File: config.mk
export PLATFORM = sky130hd
export DESIGN_NAME = wdt_top
export DESIGN_NICKNAME = d
export VERILOG_FILES = /design/src/wdt_pkg.sv /design/src/wdt_counter.sv /design/src/wdt_top.sv
export SDC_FILE = /design/constraint.sdc
export NUM_CORES = 1
export LEC_CHECK = 0
export ABC_CLOCK_PERIOD_IN_PS = 5570
export BUFFER_PORTS_ARGS = -buffer_cell sky130_fd_sc_hd__buf_2
export CORE_MARGIN = 1.5
export CORE_UTILIZATION = 45
export CTS_CLUSTER_SIZE = 16
export DETAILED_ROUTE_END_ITERATION = 12
export PLACE_DENSITY = 0.81
export SETUP_SLACK_MARGIN = 0.02
export SLEW_MARGIN = 10
export SYNTH_ARGS = -nofsm -noshare
export SYNTH_HDL_FRONTEND = slang
export SYNTH_SLANG_ARGS = --single-unit
File: constraint.sdc
create_clock -name clk -period 5.57 [get_ports clk]
set_input_delay 0.557 -clock clk [delete_from_list [all_inputs] [get_ports clk]]
set_output_delay 0.557 -clock clk [all_outputs]
set_load 0.02 [all_outputs]
File: src/wdt_pkg.sv
`default_nettype none
package wdt_pkg;
    // Register byte offsets
    localparam logic [31:0] OFF_CTRL = 32'h0000_0000;
    localparam logic [31:0] OFF_STAT = 32'h0000_0004;
    localparam logic [31:0] OFF_MASK = 32'h0000_0008;
    localparam logic [31:0] OFF_FLAG = 32'h0000_000C;
    // Control field layout
    localparam int SWEN_BIT = 0;
    localparam int PS_LSB = 1;
    localparam int PS_MSB = 5;
    localparam logic [4:0] PS_DEFAULT = 5'h0B;
    // Event and flag bit positions
    localparam int EV_RESET_BIT = 0;
    localparam int EV_WAKE_BIT = 1;
    localparam int FLAG_EXP_BIT = 0;
    localparam int FLAG_PD_BIT = 1;
    // Mode encodings
    localparam logic [1:0] MODE_DISABLED = 2'h0;
    localparam logic [1:0] MODE_SOFTWARE_CONTROLLED = 2'h1;
    localparam logic [1:0] MODE_ACTIVE_AWAKE_ONLY = 2'h2;
    localparam logic [1:0] MODE_ALWAYS_ACTIVE = 2'h3;
    // Prescaler
    localparam int CNT_W = 24;
    localparam logic [CNT_W-1:0] PS_BASE = 24'h00_0020;
    localparam logic [4:0] PS_MAX_CODE = 5'h12;
    localparam int LF_OSC_KHZ = 31;
    // Bus responses
    localparam logic [1:0] RESP_OKAY = 2'h0;
    localparam logic [1:0] RESP_SLVERR = 2'h2;

    typedef enum logic [1:0] {
        PH_AWAKE = 2'b00,
        PH_ASLEEP = 2'b01,
        PH_WAKING = 2'b11
    } wdt_phase_type;

    typedef struct packed {
        logic [CNT_W-1:0] count;
        logic expire;
    } wdt_cnt_type;

    typedef struct packed {
        logic aw_have;
        logic [31:0] aw_addr;
        logic w_have;
        logic [7:0] w_data;
        logic w_lane0;
        logic awready;
        logic wready;
        logic bvalid;
        logic [1:0] bresp;
        logic arready;
        logic rvalid;
        logic [31:0] rdata;
        logic [1:0] rresp;
        logic [4:0] ps;
        logic swen;
        logic [1:0] status;
        logic [1:0] mask;
        logic expiry;
        logic powerdown;
        wdt_phase_type phase;
        logic sys_reset;
        logic wake;
        logic irq;
    } wdt_state_type;

    // Time-out length in oscillator ticks; reserved codes give minimum
    function automatic logic [CNT_W-1:0] wdt_period(input logic [4:0] code);
        if (code > PS_MAX_CODE) begin
            return PS_BASE;
        end
        return PS_BASE << code;
    endfunction : wdt_period

    // Watchdog active for a mode, software enable and sleep state
    function automatic logic wdt_active(input logic [1:0] mode,
                                        input logic swen,
                                        input logic asleep);
        case (mode)
            MODE_ALWAYS_ACTIVE: return 1'b1;
            MODE_ACTIVE_AWAKE_ONLY: return !asleep;
            MODE_SOFTWARE_CONTROLLED: return swen;
            default: return 1'b0;
        endcase
    endfunction : wdt_active
endpackage : wdt_pkg
`default_nettype wire

File: src/wdt_counter.sv
`timescale 1ns/1ps
`default_nettype none
module wdt_counter (
    input wire logic clk,
    input wire logic nrst,
    input wire logic ce,
    input wire logic tick,
    input wire logic clear,
    input wire logic [4:0] sel,
    output var logic expire
);
    wdt_pkg::wdt_cnt_type r_reg;
    wdt_pkg::wdt_cnt_type r_next;
    logic [wdt_pkg::CNT_W-1:0] period;
    logic [wdt_pkg::CNT_W-1:0] last;

    // Period taken from the live select at each tick
    assign period = wdt_pkg::wdt_period(sel);
    assign last = period - 24'h00_0001;

    // Count oscillator ticks, wrap at the selected period
    always_comb begin
        r_next = r_reg;
        r_next.expire = 1'b0;
        if (clear) begin
            r_next.count = '0;
        end else if (tick) begin
            if (r_reg.count >= last) begin
                r_next.count = '0;
                r_next.expire = 1'b1;
            end else begin
                r_next.count = r_reg.count + 24'h00_0001;
            end
        end
    end

    // State register
    always_ff @(posedge clk) begin
        if (!nrst) begin
            r_reg <= '0;
        end else if (ce) begin
            r_reg <= r_next;
        end
    end

    assign expire = r_reg.expire;

    AST_CLEAR: assert property (@(posedge clk) disable iff (!nrst)
        (ce && clear) |=> (r_reg.count == '0 && !expire))
        else $error("counter not cleared");
    AST_PERIOD: assert property (@(posedge clk) disable iff (!nrst)
        (ce && tick && !clear && r_reg.count >= last) |=> expire)
        else $error("no expiry at selected period");
    AST_RESERVED: assert property (@(posedge clk) disable iff (!nrst)
        (sel > wdt_pkg::PS_MAX_CODE) |-> (period == wdt_pkg::PS_BASE))
        else $error("reserved code not minimum period");
    AST_EARLY: assert property (@(posedge clk) disable iff (!nrst)
        (ce && tick && !clear && r_reg.count < last) |=> !expire)
        else $error("expiry before period");
endmodule : wdt_counter
`default_nettype wire

File: src/wdt_top.sv
`timescale 1ns/1ps
`default_nettype none
module wdt_top (
    input wire logic clk,
    input wire logic nrst,
    input wire logic ce,
    input wire logic [1:0] watchdog_mode_select,
    input wire logic lf_osc_tick,
    input wire logic clear_watchdog_instruction,
    input wire logic sleep_active,
    input wire logic osc_fail,
    input wire logic ost_running,
    output var logic system_reset,
    output var logic wake_request,
    output var logic expiry_flag,
    output var logic powerdown_flag,
    output var logic irq,
    input wire logic [31:0] s_axi_awaddr,
    input wire logic s_axi_awvalid,
    output var logic s_axi_awready,
    input wire logic [31:0] s_axi_wdata,
    input wire logic [3:0] s_axi_wstrb,
    input wire logic s_axi_wvalid,
    output var logic s_axi_wready,
    output var logic [1:0] s_axi_bresp,
    output var logic s_axi_bvalid,
    input wire logic s_axi_bready,
    input wire logic [31:0] s_axi_araddr,
    input wire logic s_axi_arvalid,
    output var logic s_axi_arready,
    output var logic [31:0] s_axi_rdata,
    output var logic [1:0] s_axi_rresp,
    output var logic s_axi_rvalid,
    input wire logic s_axi_rready
);
    wdt_pkg::wdt_state_type r_reg;
    wdt_pkg::wdt_state_type r_next;
    logic expire;
    logic asleep;
    logic active;
    logic enter_sleep;
    logic exit_sleep;
    logic cnt_clear;

    // Reset image of the whole state
    localparam wdt_pkg::wdt_state_type STATE_RESET = '{
        aw_have: 1'b0, aw_addr: 32'h0000_0000, w_have: 1'b0,
        w_data: 8'h00, w_lane0: 1'b0, awready: 1'b1, wready: 1'b1,
        bvalid: 1'b0, bresp: wdt_pkg::RESP_OKAY, arready: 1'b1,
        rvalid: 1'b0, rdata: 32'h0000_0000, rresp: wdt_pkg::RESP_OKAY,
        ps: wdt_pkg::PS_DEFAULT, swen: 1'b0, status: 2'h0, mask: 2'h0,
        expiry: 1'b0, powerdown: 1'b0, phase: wdt_pkg::PH_AWAKE,
        sys_reset: 1'b0, wake: 1'b0, irq: 1'b0
    };

    // Sleep phase and watchdog activity
    assign asleep = (r_reg.phase == wdt_pkg::PH_ASLEEP);
    assign active = wdt_pkg::wdt_active(watchdog_mode_select, r_reg.swen,
                                        asleep);
    assign enter_sleep = sleep_active && !asleep;
    assign exit_sleep = !sleep_active && asleep;

    // Clear sources; divider select deliberately not among them
    assign cnt_clear = !active || clear_watchdog_instruction
        || enter_sleep || exit_sleep
        || osc_fail
        || (ost_running && r_reg.phase == wdt_pkg::PH_WAKING);

    wdt_counter u_counter (
        .clk(clk),
        .nrst(nrst),
        .ce(ce),
        .tick(lf_osc_tick),
        .clear(cnt_clear),
        .sel(r_reg.ps),
        .expire(expire)
    );

    // Register read mux
    function automatic logic [31:0] rd_word(input wdt_pkg::wdt_state_type s,
                                            input logic [31:0] addr);
        logic [31:0] w;
        w = 32'h0000_0000;
        case (addr)
            wdt_pkg::OFF_CTRL: begin
                w[wdt_pkg::PS_MSB:wdt_pkg::PS_LSB] = s.ps;
                w[wdt_pkg::SWEN_BIT] = s.swen;
            end
            wdt_pkg::OFF_STAT: w[1:0] = s.status;
            wdt_pkg::OFF_MASK: w[1:0] = s.mask;
            wdt_pkg::OFF_FLAG: begin
                w[wdt_pkg::FLAG_EXP_BIT] = s.expiry;
                w[wdt_pkg::FLAG_PD_BIT] = s.powerdown;
            end
            default: w = 32'h0000_0000;
        endcase
        return w;
    endfunction : rd_word

    function automatic logic addr_ok(input logic [31:0] addr);
        return addr == wdt_pkg::OFF_CTRL || addr == wdt_pkg::OFF_STAT
            || addr == wdt_pkg::OFF_MASK || addr == wdt_pkg::OFF_FLAG;
    endfunction : addr_ok

    // Next-state logic: bus, registers, sleep phase, events
    always_comb begin
        logic [1:0] ev;
        logic [1:0] w1c;
        ev = 2'h0;
        w1c = 2'h0;
        r_next = r_reg;
        r_next.sys_reset = 1'b0;
        r_next.wake = 1'b0;

        // Write address and data captured in either order
        if (s_axi_awvalid && r_reg.awready) begin
            r_next.aw_have = 1'b1;
            r_next.aw_addr = s_axi_awaddr;
        end
        if (s_axi_wvalid && r_reg.wready) begin
            r_next.w_have = 1'b1;
            r_next.w_data = s_axi_wdata[7:0];
            r_next.w_lane0 = s_axi_wstrb[0];
        end
        if (s_axi_bvalid && s_axi_bready) begin
            r_next.bvalid = 1'b0;
        end
        if (r_reg.aw_have && r_reg.w_have && !r_reg.bvalid) begin
            r_next.aw_have = 1'b0;
            r_next.w_have = 1'b0;
            r_next.bvalid = 1'b1;
            r_next.bresp = addr_ok(r_reg.aw_addr) ? wdt_pkg::RESP_OKAY
                                                  : wdt_pkg::RESP_SLVERR;
            if (r_reg.w_lane0) begin
                case (r_reg.aw_addr)
                    wdt_pkg::OFF_CTRL: begin
                        r_next.ps = r_reg.w_data[wdt_pkg::PS_MSB:
                                                 wdt_pkg::PS_LSB];
                        r_next.swen = r_reg.w_data[wdt_pkg::SWEN_BIT];
                    end
                    wdt_pkg::OFF_STAT: w1c = r_reg.w_data[1:0];
                    wdt_pkg::OFF_MASK: r_next.mask = r_reg.w_data[1:0];
                    wdt_pkg::OFF_FLAG: begin
                        if (r_reg.w_data[wdt_pkg::FLAG_EXP_BIT]) begin
                            r_next.expiry = 1'b0;
                        end
                        if (r_reg.w_data[wdt_pkg::FLAG_PD_BIT]) begin
                            r_next.powerdown = 1'b0;
                        end
                    end
                    default: ;
                endcase
            end
        end
        r_next.awready = !r_next.aw_have && !r_next.bvalid;
        r_next.wready = !r_next.w_have && !r_next.bvalid;

        // Read channel
        if (s_axi_rvalid && s_axi_rready) begin
            r_next.rvalid = 1'b0;
        end
        if (s_axi_arvalid && r_reg.arready) begin
            r_next.rvalid = 1'b1;
            r_next.rdata = rd_word(r_reg, s_axi_araddr);
            r_next.rresp = addr_ok(s_axi_araddr) ? wdt_pkg::RESP_OKAY
                                                 : wdt_pkg::RESP_SLVERR;
        end
        r_next.arready = !r_next.rvalid;

        // Sleep phase tracking
        case (r_reg.phase)
            wdt_pkg::PH_AWAKE: begin
                if (sleep_active) begin
                    r_next.phase = wdt_pkg::PH_ASLEEP;
                end
            end
            wdt_pkg::PH_ASLEEP: begin
                if (!sleep_active) begin
                    r_next.phase = wdt_pkg::PH_WAKING;
                end
            end
            wdt_pkg::PH_WAKING: begin
                if (sleep_active) begin
                    r_next.phase = wdt_pkg::PH_ASLEEP;
                end else if (!ost_running) begin
                    r_next.phase = wdt_pkg::PH_AWAKE;
                end
            end
            default: r_next.phase = wdt_pkg::PH_AWAKE;
        endcase

        // Time-out outcome, gated by present activity
        if (expire && active) begin
            r_next.expiry = 1'b1;
            if (asleep) begin
                r_next.wake = 1'b1;
                r_next.powerdown = 1'b1;
                ev[wdt_pkg::EV_WAKE_BIT] = 1'b1;
            end else begin
                r_next.sys_reset = 1'b1;
                ev[wdt_pkg::EV_RESET_BIT] = 1'b1;
            end
        end

        // Sticky status, set wins over clear
        r_next.status = (r_reg.status & ~w1c) | ev;
        r_next.irq = |(r_next.status & r_next.mask);
    end

    // State register
    always_ff @(posedge clk) begin
        if (!nrst) begin
            r_reg <= STATE_RESET;
        end else if (ce) begin
            r_reg <= r_next;
        end
    end

    // Outputs straight from flops
    assign system_reset = r_reg.sys_reset;
    assign wake_request = r_reg.wake;
    assign expiry_flag = r_reg.expiry;
    assign powerdown_flag = r_reg.powerdown;
    assign irq = r_reg.irq;
    assign s_axi_awready = r_reg.awready;
    assign s_axi_wready = r_reg.wready;
    assign s_axi_bvalid = r_reg.bvalid;
    assign s_axi_bresp = r_reg.bresp;
    assign s_axi_arready = r_reg.arready;
    assign s_axi_rvalid = r_reg.rvalid;
    assign s_axi_rdata = r_reg.rdata;
    assign s_axi_rresp = r_reg.rresp;

    AST_RESET_AWAKE: assert property (@(posedge clk) disable iff (!nrst)
        (ce && expire && active && !asleep) |=> (system_reset && !wake_request))
        else $error("awake time-out gave no reset");
    AST_SLEEP_WAKE: assert property (@(posedge clk) disable iff (!nrst)
        (ce && expire && active && asleep)
        |=> (wake_request && !system_reset && expiry_flag && powerdown_flag))
        else $error("sleep time-out mishandled");
    AST_MODE_OFF: assert property (@(posedge clk) disable iff (!nrst)
        (watchdog_mode_select == wdt_pkg::MODE_DISABLED) |-> !active)
        else $error("disabled mode active");
    AST_MODE_ON: assert property (@(posedge clk) disable iff (!nrst)
        (watchdog_mode_select == wdt_pkg::MODE_ALWAYS_ACTIVE) |-> active)
        else $error("always mode inactive");
    AST_MODE_AWAKE: assert property (@(posedge clk) disable iff (!nrst)
        (watchdog_mode_select == wdt_pkg::MODE_ACTIVE_AWAKE_ONLY)
        |-> (active == !asleep))
        else $error("awake-only mode wrong");
    AST_MODE_SW: assert property (@(posedge clk) disable iff (!nrst)
        (watchdog_mode_select == wdt_pkg::MODE_SOFTWARE_CONTROLLED)
        |-> (active == r_reg.swen))
        else $error("software mode wrong");
    AST_PS_DEFAULT: assert property (@(posedge clk) disable iff (!nrst)
        $rose(nrst) |-> (r_reg.ps == wdt_pkg::PS_DEFAULT))
        else $error("prescale not at default after reset");
    AST_SLEEP_CLEAR: assert property (@(posedge clk) disable iff (!nrst)
        (enter_sleep || exit_sleep) |-> cnt_clear)
        else $error("sleep edge did not clear");
    AST_OST_HOLD: assert property (@(posedge clk) disable iff (!nrst)
        (r_reg.phase == wdt_pkg::PH_WAKING && ost_running) |-> cnt_clear)
        else $error("counter not held during startup timer");
    AST_NO_SPURIOUS: assert property (@(posedge clk) disable iff (!nrst)
        (ce && !(expire && active)) |=> !system_reset)
        else $error("reset without time-out");
endmodule : wdt_top
`default_nettype wire

**Word level (Yosys, flattened, before mapping)**

Index checks and enable logic that the tools add are counted.

- Bits in registers: 100
- Input port bits: 115
- Word-level logic and storage cells: 138
- Output and inout bits: 46

- Equality and inequality tests: 14
- Bitwise operators: 4
- Muxes and demuxes: 41
- Shifts and indexed selects: 1
- Magnitude comparators: 2
- Reductions and logical operators: 49
- $add $sub $neg: 2

Operators by type and width:

| kind | count |
|---|---|
| $eq 32x4->1 const B | 4 |
| $mux 24 | 4 |
| $eq 32x3->1 const B | 2 |
| $logic_not 32->1 | 2 |
| $mux 35 | 1 |
| $mux 33 | 1 |
| $mux 2 | 14 |
| $mux 25 | 1 |
| $add 24x1->24 const B | 1 |
| $ge 24x24->1 | 1 |
| $shl 6x5->24 const A | 1 |
| $sub 24x1->24 const B | 1 |
| $logic_and 1x1->1 | 13 |
| $mux 1 | 12 |
| $mux 4 | 3 |
| $logic_or 1x1->1 | 11 |
| $mux 10 | 1 |
| $reduce_and 2->1 | 5 |
| $reduce_bool 2->1 | 5 |
| $logic_not 1->1 | 8 |
| $pmux 2 s4 | 1 |
| $reduce_and 4->1 | 2 |
| $eq 2x2->1 const B | 3 |
| $pmux 2 s3 | 1 |
| other kinds (12) | 15 |

**Logic depth before layout (Yosys ltp)**

Gate-level depths: netlist of run 1.

- Depth in word-level cells: 11
- Gate-level depth with buffers: 19
- Gate-level depth less buffers: 16

**Modules after synthesis**

Synthesis of run 1 repeated with hierarchy kept, for this count alone.

- Cell total of the unflattened synthesis: 676
- Area, all modules: 5539.1 um^2

By module, submodules not included:

| module | times used | cells each | area an instance (um^2) | sequential area each (um^2) |
|---|---|---|---|---|
| wdt_top | 1 | 389 | 3415.8 | 1421.4 |
| wdt_counter | 1 | 287 | 2123.3 | 500.5 |

**Least setup slack after synthesis of run 1**

OpenSTA, ideal clock, no wires.

- Kind: register to register
- Start: reg r_reg[16] (netlist bit)
- End: reg u_counter.r_reg[16] (netlist bit)
- Path buffers: 4
- Period minus slack after synthesis: 3.485 ns
- Arrival: 3.405 ns
- Data required time: 5.490 ns
- Library setup time: 0.080 ns
- Path slack: 2.085 ns
- Cell stages (with the launch flop): 18
- Cell sequence: dfxtp_1 > clkbuf_1 > clkbuf_1 > a22oi_1 > ha_1 > clkbuf_1 > or3_1 > o21ai_0 > a22o_1 > a21oi_1 > ha_1 > a21oi_1 > a311o_1 > o211ai_1 > a21oi_4 > clkbuf_1 > nand4_1 > o211ai_1

- Word-level cells in the longest chain between the ends: 8
- Elaborated cells on any way between the ends: 9
- Those cells by class: 1 x add/sub; 2 x order compare; 1 x shift; 5 x mux

Ends and longest elaborated chain:

| element | RTL line | source |
|---|---|---|
| from (decl) | wdt_top.sv:36 | `wdt_pkg::wdt_state_type r_reg;` |
| from (signal assigned) | wdt_top.sv:215 | `r_reg <= r_next;` |
| $gt 5x5->1 | wdt_pkg.sv:71 | `if (code > PS_MAX_CODE) begin` |
| $mux 1 | wdt_pkg.sv:71 |  |
| $mux 24 * | wdt_pkg.sv:74 | `return PS_BASE << code;` |
| $sub 24x1->24 * | wdt_counter.sv:19 | `assign last = period - 24'h00_0001;` |
| $ge 24x24->1 * | wdt_counter.sv:28 | `if (r_reg.count >= last) begin` |
| $mux 24 * | wdt_counter.sv:28 |  |
| $mux 25 * | wdt_counter.sv:27 | `end else if (tick) begin` |
| $mux 24 * | wdt_counter.sv:25 | `if (clear) begin` |
| to (signal assigned) | wdt_counter.sv:42 | `r_reg <= r_next;` |
| to (decl) | wdt_counter.sv:12 | `wdt_pkg::wdt_cnt_type r_reg;` |

Every way passes the cells marked *; elsewhere a longest branch is shown, timed or not. The select of a mux whose other input is x is not followed.
A chain may end at the register's enable or synchronous reset.

**Worst setup path in the final report of run 1**

- Start: reg r_reg[14] (netlist bit)
- End: reg u_counter.r_reg[11] (netlist bit)

The elaborated chain is that of the path after synthesis.

==> impl_metrics.tcl, run 1 <==
set metrics [dict create \
    grt_pass1_wl_um 20800 \
    nets 899 \
    drv_slew 0 \
    synth_xor_area_frac 0.00972 \
    fin_tns_setup_ns 0 \
    synthFlopType "dfxtp_1" \
    ant_nets 0 \
    worst-path-max-fanout 19 \
    setup_viol 0 \
    hold_viol 0 \
    cts_sinks 96 \
    cp_slowest_cell "dfxtp_1" \
    synthAdderAreaFrac 0.0486 \
    ys_seq_elements 96 \
    placementRows 39 \
    critical_path.startpoint "r_reg[14]$_SDFFE_PN0P_" \
    internal_power_w 0.00108 \
    cp-end-kind "flop" \
    antenna_found_initial 0 \
    clockBufferDepth 2 \
    path_class "flop to flop" \
    initial_utilization 0.467 \
    p_leak_nw 2.52 \
    drive_gt1_frac 0.178 \
    finalCritPeriodShare 0.776 \
    worst-endpoint-arrival_ns 4.56 \
    p_comb_frac 0.098 \
    n_fill_cell 1079 \
    status "complete, no violations" \
    worst_setup_path_start_kind "flop" \
    vias_per_cell 5.47 \
    hp-class "input port to flop" \
    post_cts_resized 0 \
    timing.fmax_ghz 0.231 \
    clk_latency_ns 0.34 \
    cts_made_buffers 9 \
    avgSynthCellArea_sq_um 7.79 \
    synth_cell_types 61 \
    synth_top_family_by_area "simple AND/OR/NAND/NOR gates" \
    r2r-start "r_reg[14]$_SDFFE_PN0P_" \
    synth_edf_count 0 \
    swShare 0.268 \
    pre_cts_ws_ns 1.34 \
    dr.pass1.iters 5 \
    slowest_delay_ns 0.46 \
    place_area_sq_um 5790 \
    critical_path.cell_chain "or2_2, nor3_1, nand2_1, ha_1, or3_1, o21ai_0, a22o_1, a21oi_1, ha_1, a21oi_1, a311o_1, o211ai_1, a21oi_4, buf_4, nand2_1, o32ai_1" \
    portBuffers 103 \
    power_density_nw_per_um2 243 \
    yosys-mux-area-fraction 0.0437 \
    worst_slew_pin_slew_ns 1.11 \
    dieArea_sq_um 12700 \
    synth_compound_gate_area_share 0.169 \
    routed_wl_um 12600 \
    htreeDepth 3 \
    pin_count 161 \
    fp.dieH_um 113 \
    wl_per_cell_um 13.8 \
    gp_congestion 0.881 \
    max-cap-violations 0 \
    dp_hpwl_um 9100 \
    syn_area_sq_um 5410 \
    final_util 0.527 \
    first_iter_violations 217 \
    drt_drc_violations_left 0 \
    p_switching_w 0.000397 \
    min_period_ns 4.32 \
    vdd_drop_max_mv 0.169 \
    overflow 0 \
    largest_reg_flops 53 \
    hold_buffers 0 \
    die_x_um 113 \
    layout_setup_ws_ns 1.25 \
    reg2reg_to "u_counter.r_reg[11]$_SDFFE_PN0P_" \
    path_clk_slew_ns 0.08 \
    yosys_warnings 0 \
    skew_ns 0.00956 \
    fin_area_sq_um 6090 \
    relSlewSlack 0.258 \
    synth_simple_gate_area_share 0.284 \
    pwr-share-seq 0.484 \
    yosysSeqAreaShare 0.355 \
    async_flop_share 0 \
    root_buffer "clkbuf_16" \
    cp.required_ns 5.81 \
    worst-r2r-cell-count 16 \
    cp-endpoint "u_counter.r_reg[11]$_SDFFE_PN0P_" \
    grt_pass1_vias 4394 \
    syn_inst 694 \
    rsz0062_at_grt "false" \
    clkPwrFrac 0.418 \
    rrSetupSlack_ns 1.25 \
    post-cts-setup-buffers 0 \
    dr_total_vias 4980 \
    area_growth_syn_to_layout_pct 12.7 \
    grt_max_degree 71 \
    cts_tree "yes" \
    antenna_cells 0 \
    core_sq_um 11600 \
    track_usage 0.198 \
]
## cells by family (layout without fill, tap and decap cells)
group	count (synthesis)	after routing
and+or+nand+nor	318	318
AOI/OAI and AO/OA	142	142
DFF	96	96
buffers and inverters	89	136
adders and majority gates	21	21
muxes	21	21
xor gates and xnor gates	6	6
other	1	28
## layout by cell type, fill, tap and decap left out, drive strengths merged, types with 4 or more instances in the layout
master,netlist,final
a211oi,4,4
nand4b,5,5
nand4,31,31
a21oi,63,63
o21ai,16,16
nand2,133,133
o21a,5,5
nand2b,12,12
nor2b,8,8
a31oi,6,6
ha,21,21
nor2,61,61
clkbuf,31,10
mux2i,18,18
dfxtp,96,96
and3,6,6
a22oi,8,8
and4,4,4
a211o,4,4
nor4,13,13
conb,1,28
and2,4,4
nand3,17,17
o211ai,11,11
inv,14,20
nor3,11,11
buf,43,105
## area by class of cell
class / instances / area (sq um) / share of cell area
multi-input cells: 536 / 3110 / 0.510
flip-flops and latches: 96 / 1920 / 0.316
repair buffers: 105 / 531 / 0.0871
clock buffers: 10 / 239 / 0.0392
well taps: 143 / 179 / 0.0294
clock inverters: 6 / 57.6 / 0.00945
inverters: 15 / 56.3 / 0.00924
## critical path, delay by kind of cell (launching register included)
family	cells	cell delay, ns
buffers and inverters	1	0.31
AND/OR/NAND/NOR	5	1.22
AO/OA/AOI/OAI	8	1.44
flip-flops	1	0.46
adder cells (fa/ha/maj)	2	0.77
## metrics by stage
step	total power [W]	hold WS, ns	instances
floorplan	0.000838	0.432	721
global placement	0.000874	0.439	895
detailed placement	0.000876	0.442	895
CTS	0.00149	0.435	911
global route	0.00153	0.440	911
finish	0.00148	0.445	911
## worst min-delay path by stage
| stage | startpoint | to | cells past startpoint |
|---|---|---|---|
| global placement | s_axi_rdata[0]$_SDFFE_PN0P_ | s_axi_rdata[0]$_SDFFE_PN0P_ | 2 |
| CTS | s_axi_awaddr[19] | r_reg[87]$_SDFFE_PN0P_ | 3 |
| detailed placement | s_axi_rdata[0]$_SDFFE_PN0P_ | s_axi_rdata[0]$_SDFFE_PN0P_ | 2 |
| floorplan | r_reg[67]$_SDFFE_PN0P_ | r_reg[67]$_SDFFE_PN0P_ | 2 |
| global route | s_axi_awaddr[7] | r_reg[75]$_SDFFE_PN0P_ | 3 |
| finish | s_axi_awaddr[19] | r_reg[87]$_SDFFE_PN0P_ | 3 |
## power by group through the flow
| stage | sequential (W) | combinational [W] | clock [W] |
|---|---|---|---|
| finish | 0.000717 | 0.000144 | 0.000619 |
| global route | 0.000719 | 0.000160 | 0.000654 |
| CTS | 0.000717 | 0.000144 | 0.000627 |
| detailed placement | 0.000733 | 0.000143 | 0 |
| global placement | 0.000732 | 0.000141 | 0 |
| floorplan | 0.000733 | 0.000105 | 0 |
## synthesized netlist by cell type (4+ instances only)
library cell	number	area, sq um
a211o_1	4	35.0
a211oi_1	4	30.0
a21oi_1	61	305
a22oi_1	8	60.1
a31oi_1	6	37.5
and2_1	4	25.0
and3_1	6	37.5
and4_1	4	35.0
buf_2	5	25.0
buf_4	37	278
clkbuf_1	31	116
dfxtp_1	96	1920
ha_1	21	263
inv_1	14	52.6
mux2i_1	18	180
nand2_1	133	499
nand2b_1	12	75.1
nand3_1	16	80.1
nand4_1	30	188
nand4b_1	5	43.8
nor2_1	61	229
nor2b_1	8	50.1
nor3_1	8	40.0
nor4_1	13	81.3
o211ai_1	11	82.6
o21a_1	5	37.5
o21ai_0	15	75.1
## metal layers
| layer | up-vias | global-route usage | share of wire |
|---|---|---|---|
| met4 | 0 | 0.0768 | 0.018 |
| met3 | 20 | 0.0535 | 0.072 |
| li1 | 2539 | - | - |
| met5 | - | 0 | 0 |
| met2 | 158 | 0.311 | 0.47 |
| met1 | 2263 | 0.260 | 0.44 |
Power figures use the tool's default switching activity.
==> inputs of run 2 (changes only) <==
--- a/config.mk
+++ b/config.mk
@@ -5,13 +5,13 @@
 export SDC_FILE = /design/constraint.sdc
 export NUM_CORES = 1
 export LEC_CHECK = 0
-export ABC_CLOCK_PERIOD_IN_PS = 5570
+export ABC_CLOCK_PERIOD_IN_PS = 3800
 export BUFFER_PORTS_ARGS = -buffer_cell sky130_fd_sc_hd__buf_2
 export CORE_MARGIN = 1.5
 export CORE_UTILIZATION = 45
 export CTS_CLUSTER_SIZE = 16
 export DETAILED_ROUTE_END_ITERATION = 12
-export PLACE_DENSITY = 0.81
+export PLACE_DENSITY = 0.84
 export SETUP_SLACK_MARGIN = 0.02
 export SLEW_MARGIN = 10
 export SYNTH_ARGS = -nofsm -noshare
==> constraint.sdc (replaced) <==
create_clock -name clk -period 3.8 [get_ports clk]
set_input_delay 0.38 -clock clk [delete_from_list [all_inputs] [get_ports clk]]
set_output_delay 0.38 -clock clk [all_outputs]
set_load 0.02 [all_outputs]
==> impl_metrics.tcl, run 2 (same netlist as run 1, synthesis figures left out) <==
set metrics [dict create \
    status "complete, no violations" \
    worst-endpoint-arrival_ns 3.81 \
    portBuffers 103 \
    hold_viol 0 \
    critical_path.cell_chain "or2_2, nor2_1, a22oi_1, ha_2, or3_1, o21ai_0, a22o_1, a21oi_1, ha_1, a21oi_1, a311o_1, o211ai_1, a21oi_4, buf_4, nand4b_1, a31oi_1" \
    area_growth_syn_to_layout_pct 15.2 \
    worst_slew_pin_slew_ns 1.05 \
    gp_congestion 0.900 \
    overflow 0 \
    power_density_nw_per_um2 348 \
    clk_latency_ns 0.35 \
    internal_power_w 0.00157 \
    track_usage 0.205 \
    grt_pass1_vias 4793 \
    clkPwrFrac 0.417 \
    hold_buffers 0 \
    cts_sinks 96 \
    placementRows 39 \
    relSlewSlack 0.299 \
    path_clk_slew_ns 0.08 \
    dr.pass1.iters 5 \
    vias_per_cell 5.50 \
    critical_path_buf_inv_count 1 \
    wl_per_cell_um 13.9 \
    antenna_cells 0 \
    drive_gt1_frac 0.198 \
    hp-class "input port to flop" \
    path_delay_family "compound AO/OA/AOI/OAI gates" \
    timing.fmax_ghz 0.283 \
    nets 914 \
    p_switching_w 0.000594 \
    die_x_um 113 \
    dp_hpwl_um 9170 \
    skew_ns 0.0105 \
    initial_utilization 0.467 \
    pin_count 161 \
    mostFrequentLayoutCells "nand2_1, buf_2, dfxtp_1" \
    finalCritPeriodShare 0.929 \
    drv_slew 0 \
    vdd_drop_max_mv 0.304 \
    clockBufferDepth 2 \
    root_buffer "clkbuf_16" \
    rsz0062_at_grt "false" \
    cp-end-kind "flop" \
    layout_setup_ws_ns 0.270 \
    ant_nets 0 \
    dr_total_vias 5096 \
    path_class "flop to flop" \
    pwr-share-seq 0.485 \
    fp.dieH_um 113 \
    min_period_ns 3.53 \
    grt_pass1_wl_um 21500 \
    pre_cts_ws_ns 0.193 \
    grt_max_degree 38 \
    swShare 0.274 \
    cp_slowest_cell "or3_1" \
    core_sq_um 11600 \
    slowest_delay_ns 0.34 \
    antenna_found_initial 0 \
    largest_reg_flops 53 \
    crit_top_cell "a21oi_1" \
    hold_ws_ns 0.255 \
    setup_viol 0 \
    fin_tns_setup_ns 0 \
    final_common_cell "nand2_1" \
    first_iter_violations 268 \
    p_leak_nw 2.58 \
    cts_made_buffers 9 \
    p_comb_frac 0.098 \
    drt_drc_violations_left 0 \
    worst_setup_path_start_kind "flop" \
    cp.required_ns 4.08 \
    routed_wl_um 12800 \
    htreeDepth 3 \
    worst-path-max-fanout 12 \
    max-cap-violations 0 \
    dieArea_sq_um 12700 \
    cts_tree "yes" \
]
[run 2: area by class of cell]
class	count	area [sq um]
Fill cell	1039	5340
Timing Repair Buffer	120	643
Clock inverter	7	73.8
Inverter	15	56.3
Tap cell	143	179
Clock buffer	9	225
Sequential cell	96	1920
Multi-Input combinational cell	536	3130
[run 2: worst paths after layout]
kind,start,endpoint,cells after the start,slack [ns]
setup / recovery,r_reg[14]$_SDFFE_PN0P_,u_counter.r_reg[21]$_SDFFE_PN0P_,16,0.27
hold / removal,s_axi_awaddr[0],r_reg[68]$_SDFFE_PN0P_,3,0.26
setup reg to reg,r_reg[14]$_SDFFE_PN0P_,u_counter.r_reg[21]$_SDFFE_PN0P_,16,0.27
hold reg to reg,s_axi_rdata[1]$_SDFFE_PN0P_,s_axi_rdata[1]$_SDFFE_PN0P_,2,0.45
[run 2: through the flow]
stage          total power (W)  instances  area (sq um)  utilization
4_1_cts                0.00218        923          6180        0.535
3_3_place_gp           0.00128        907          5880        0.509
5_1_grt                0.00225        926          6230        0.538
3_5_place_dp           0.00129        907          5880        0.509
6_report               0.00217        926          6230        0.538
2_1_floorplan          0.00123        721          5510            -
[run 2: worst register-to-register path, cell delays in order (launching register included)]
cell and delay, ns:
dfxtp_1 0.31, or2_2 0.33, nor2_1 0.15, a22oi_1 0.12, ha_2 0.24, or3_1 0.34
o21ai_0 0.17, a22o_1 0.14, a21oi_1 0.06, ha_1 0.33, a21oi_1 0.15, a311o_1 0.17
o211ai_1 0.15, a21oi_4 0.27, buf_4 0.23, nand4b_1 0.11, a31oi_1 0.19
[run 2: per-layer routing]
layer  share of wire  routed length [um]  global-route usage
met5               0                   0                   0
met4           0.024                 303              0.0793
met3           0.061                 782              0.0497
met2            0.47                6000               0.346
met1            0.45                5750               0.252
[run 2: power groups by stage]
stage	Combinational [W]	Clock (W)	Sequential [W]
global placement	0.000208	0	0.00107
global route	0.000235	0.000959	0.00105
detailed placement	0.000211	0	0.00107
floorplan	0.000154	0	0.00107
finish	0.000213	0.000905	0.00105
CTS	0.000212	0.000915	0.00105
[run 2: timing repair]
action / 4_1_cts / 5_1_grt
setup buffers: 0 / 3
resized for setup: 0 / 4
endpoints found under the setup margin: 0 / 20
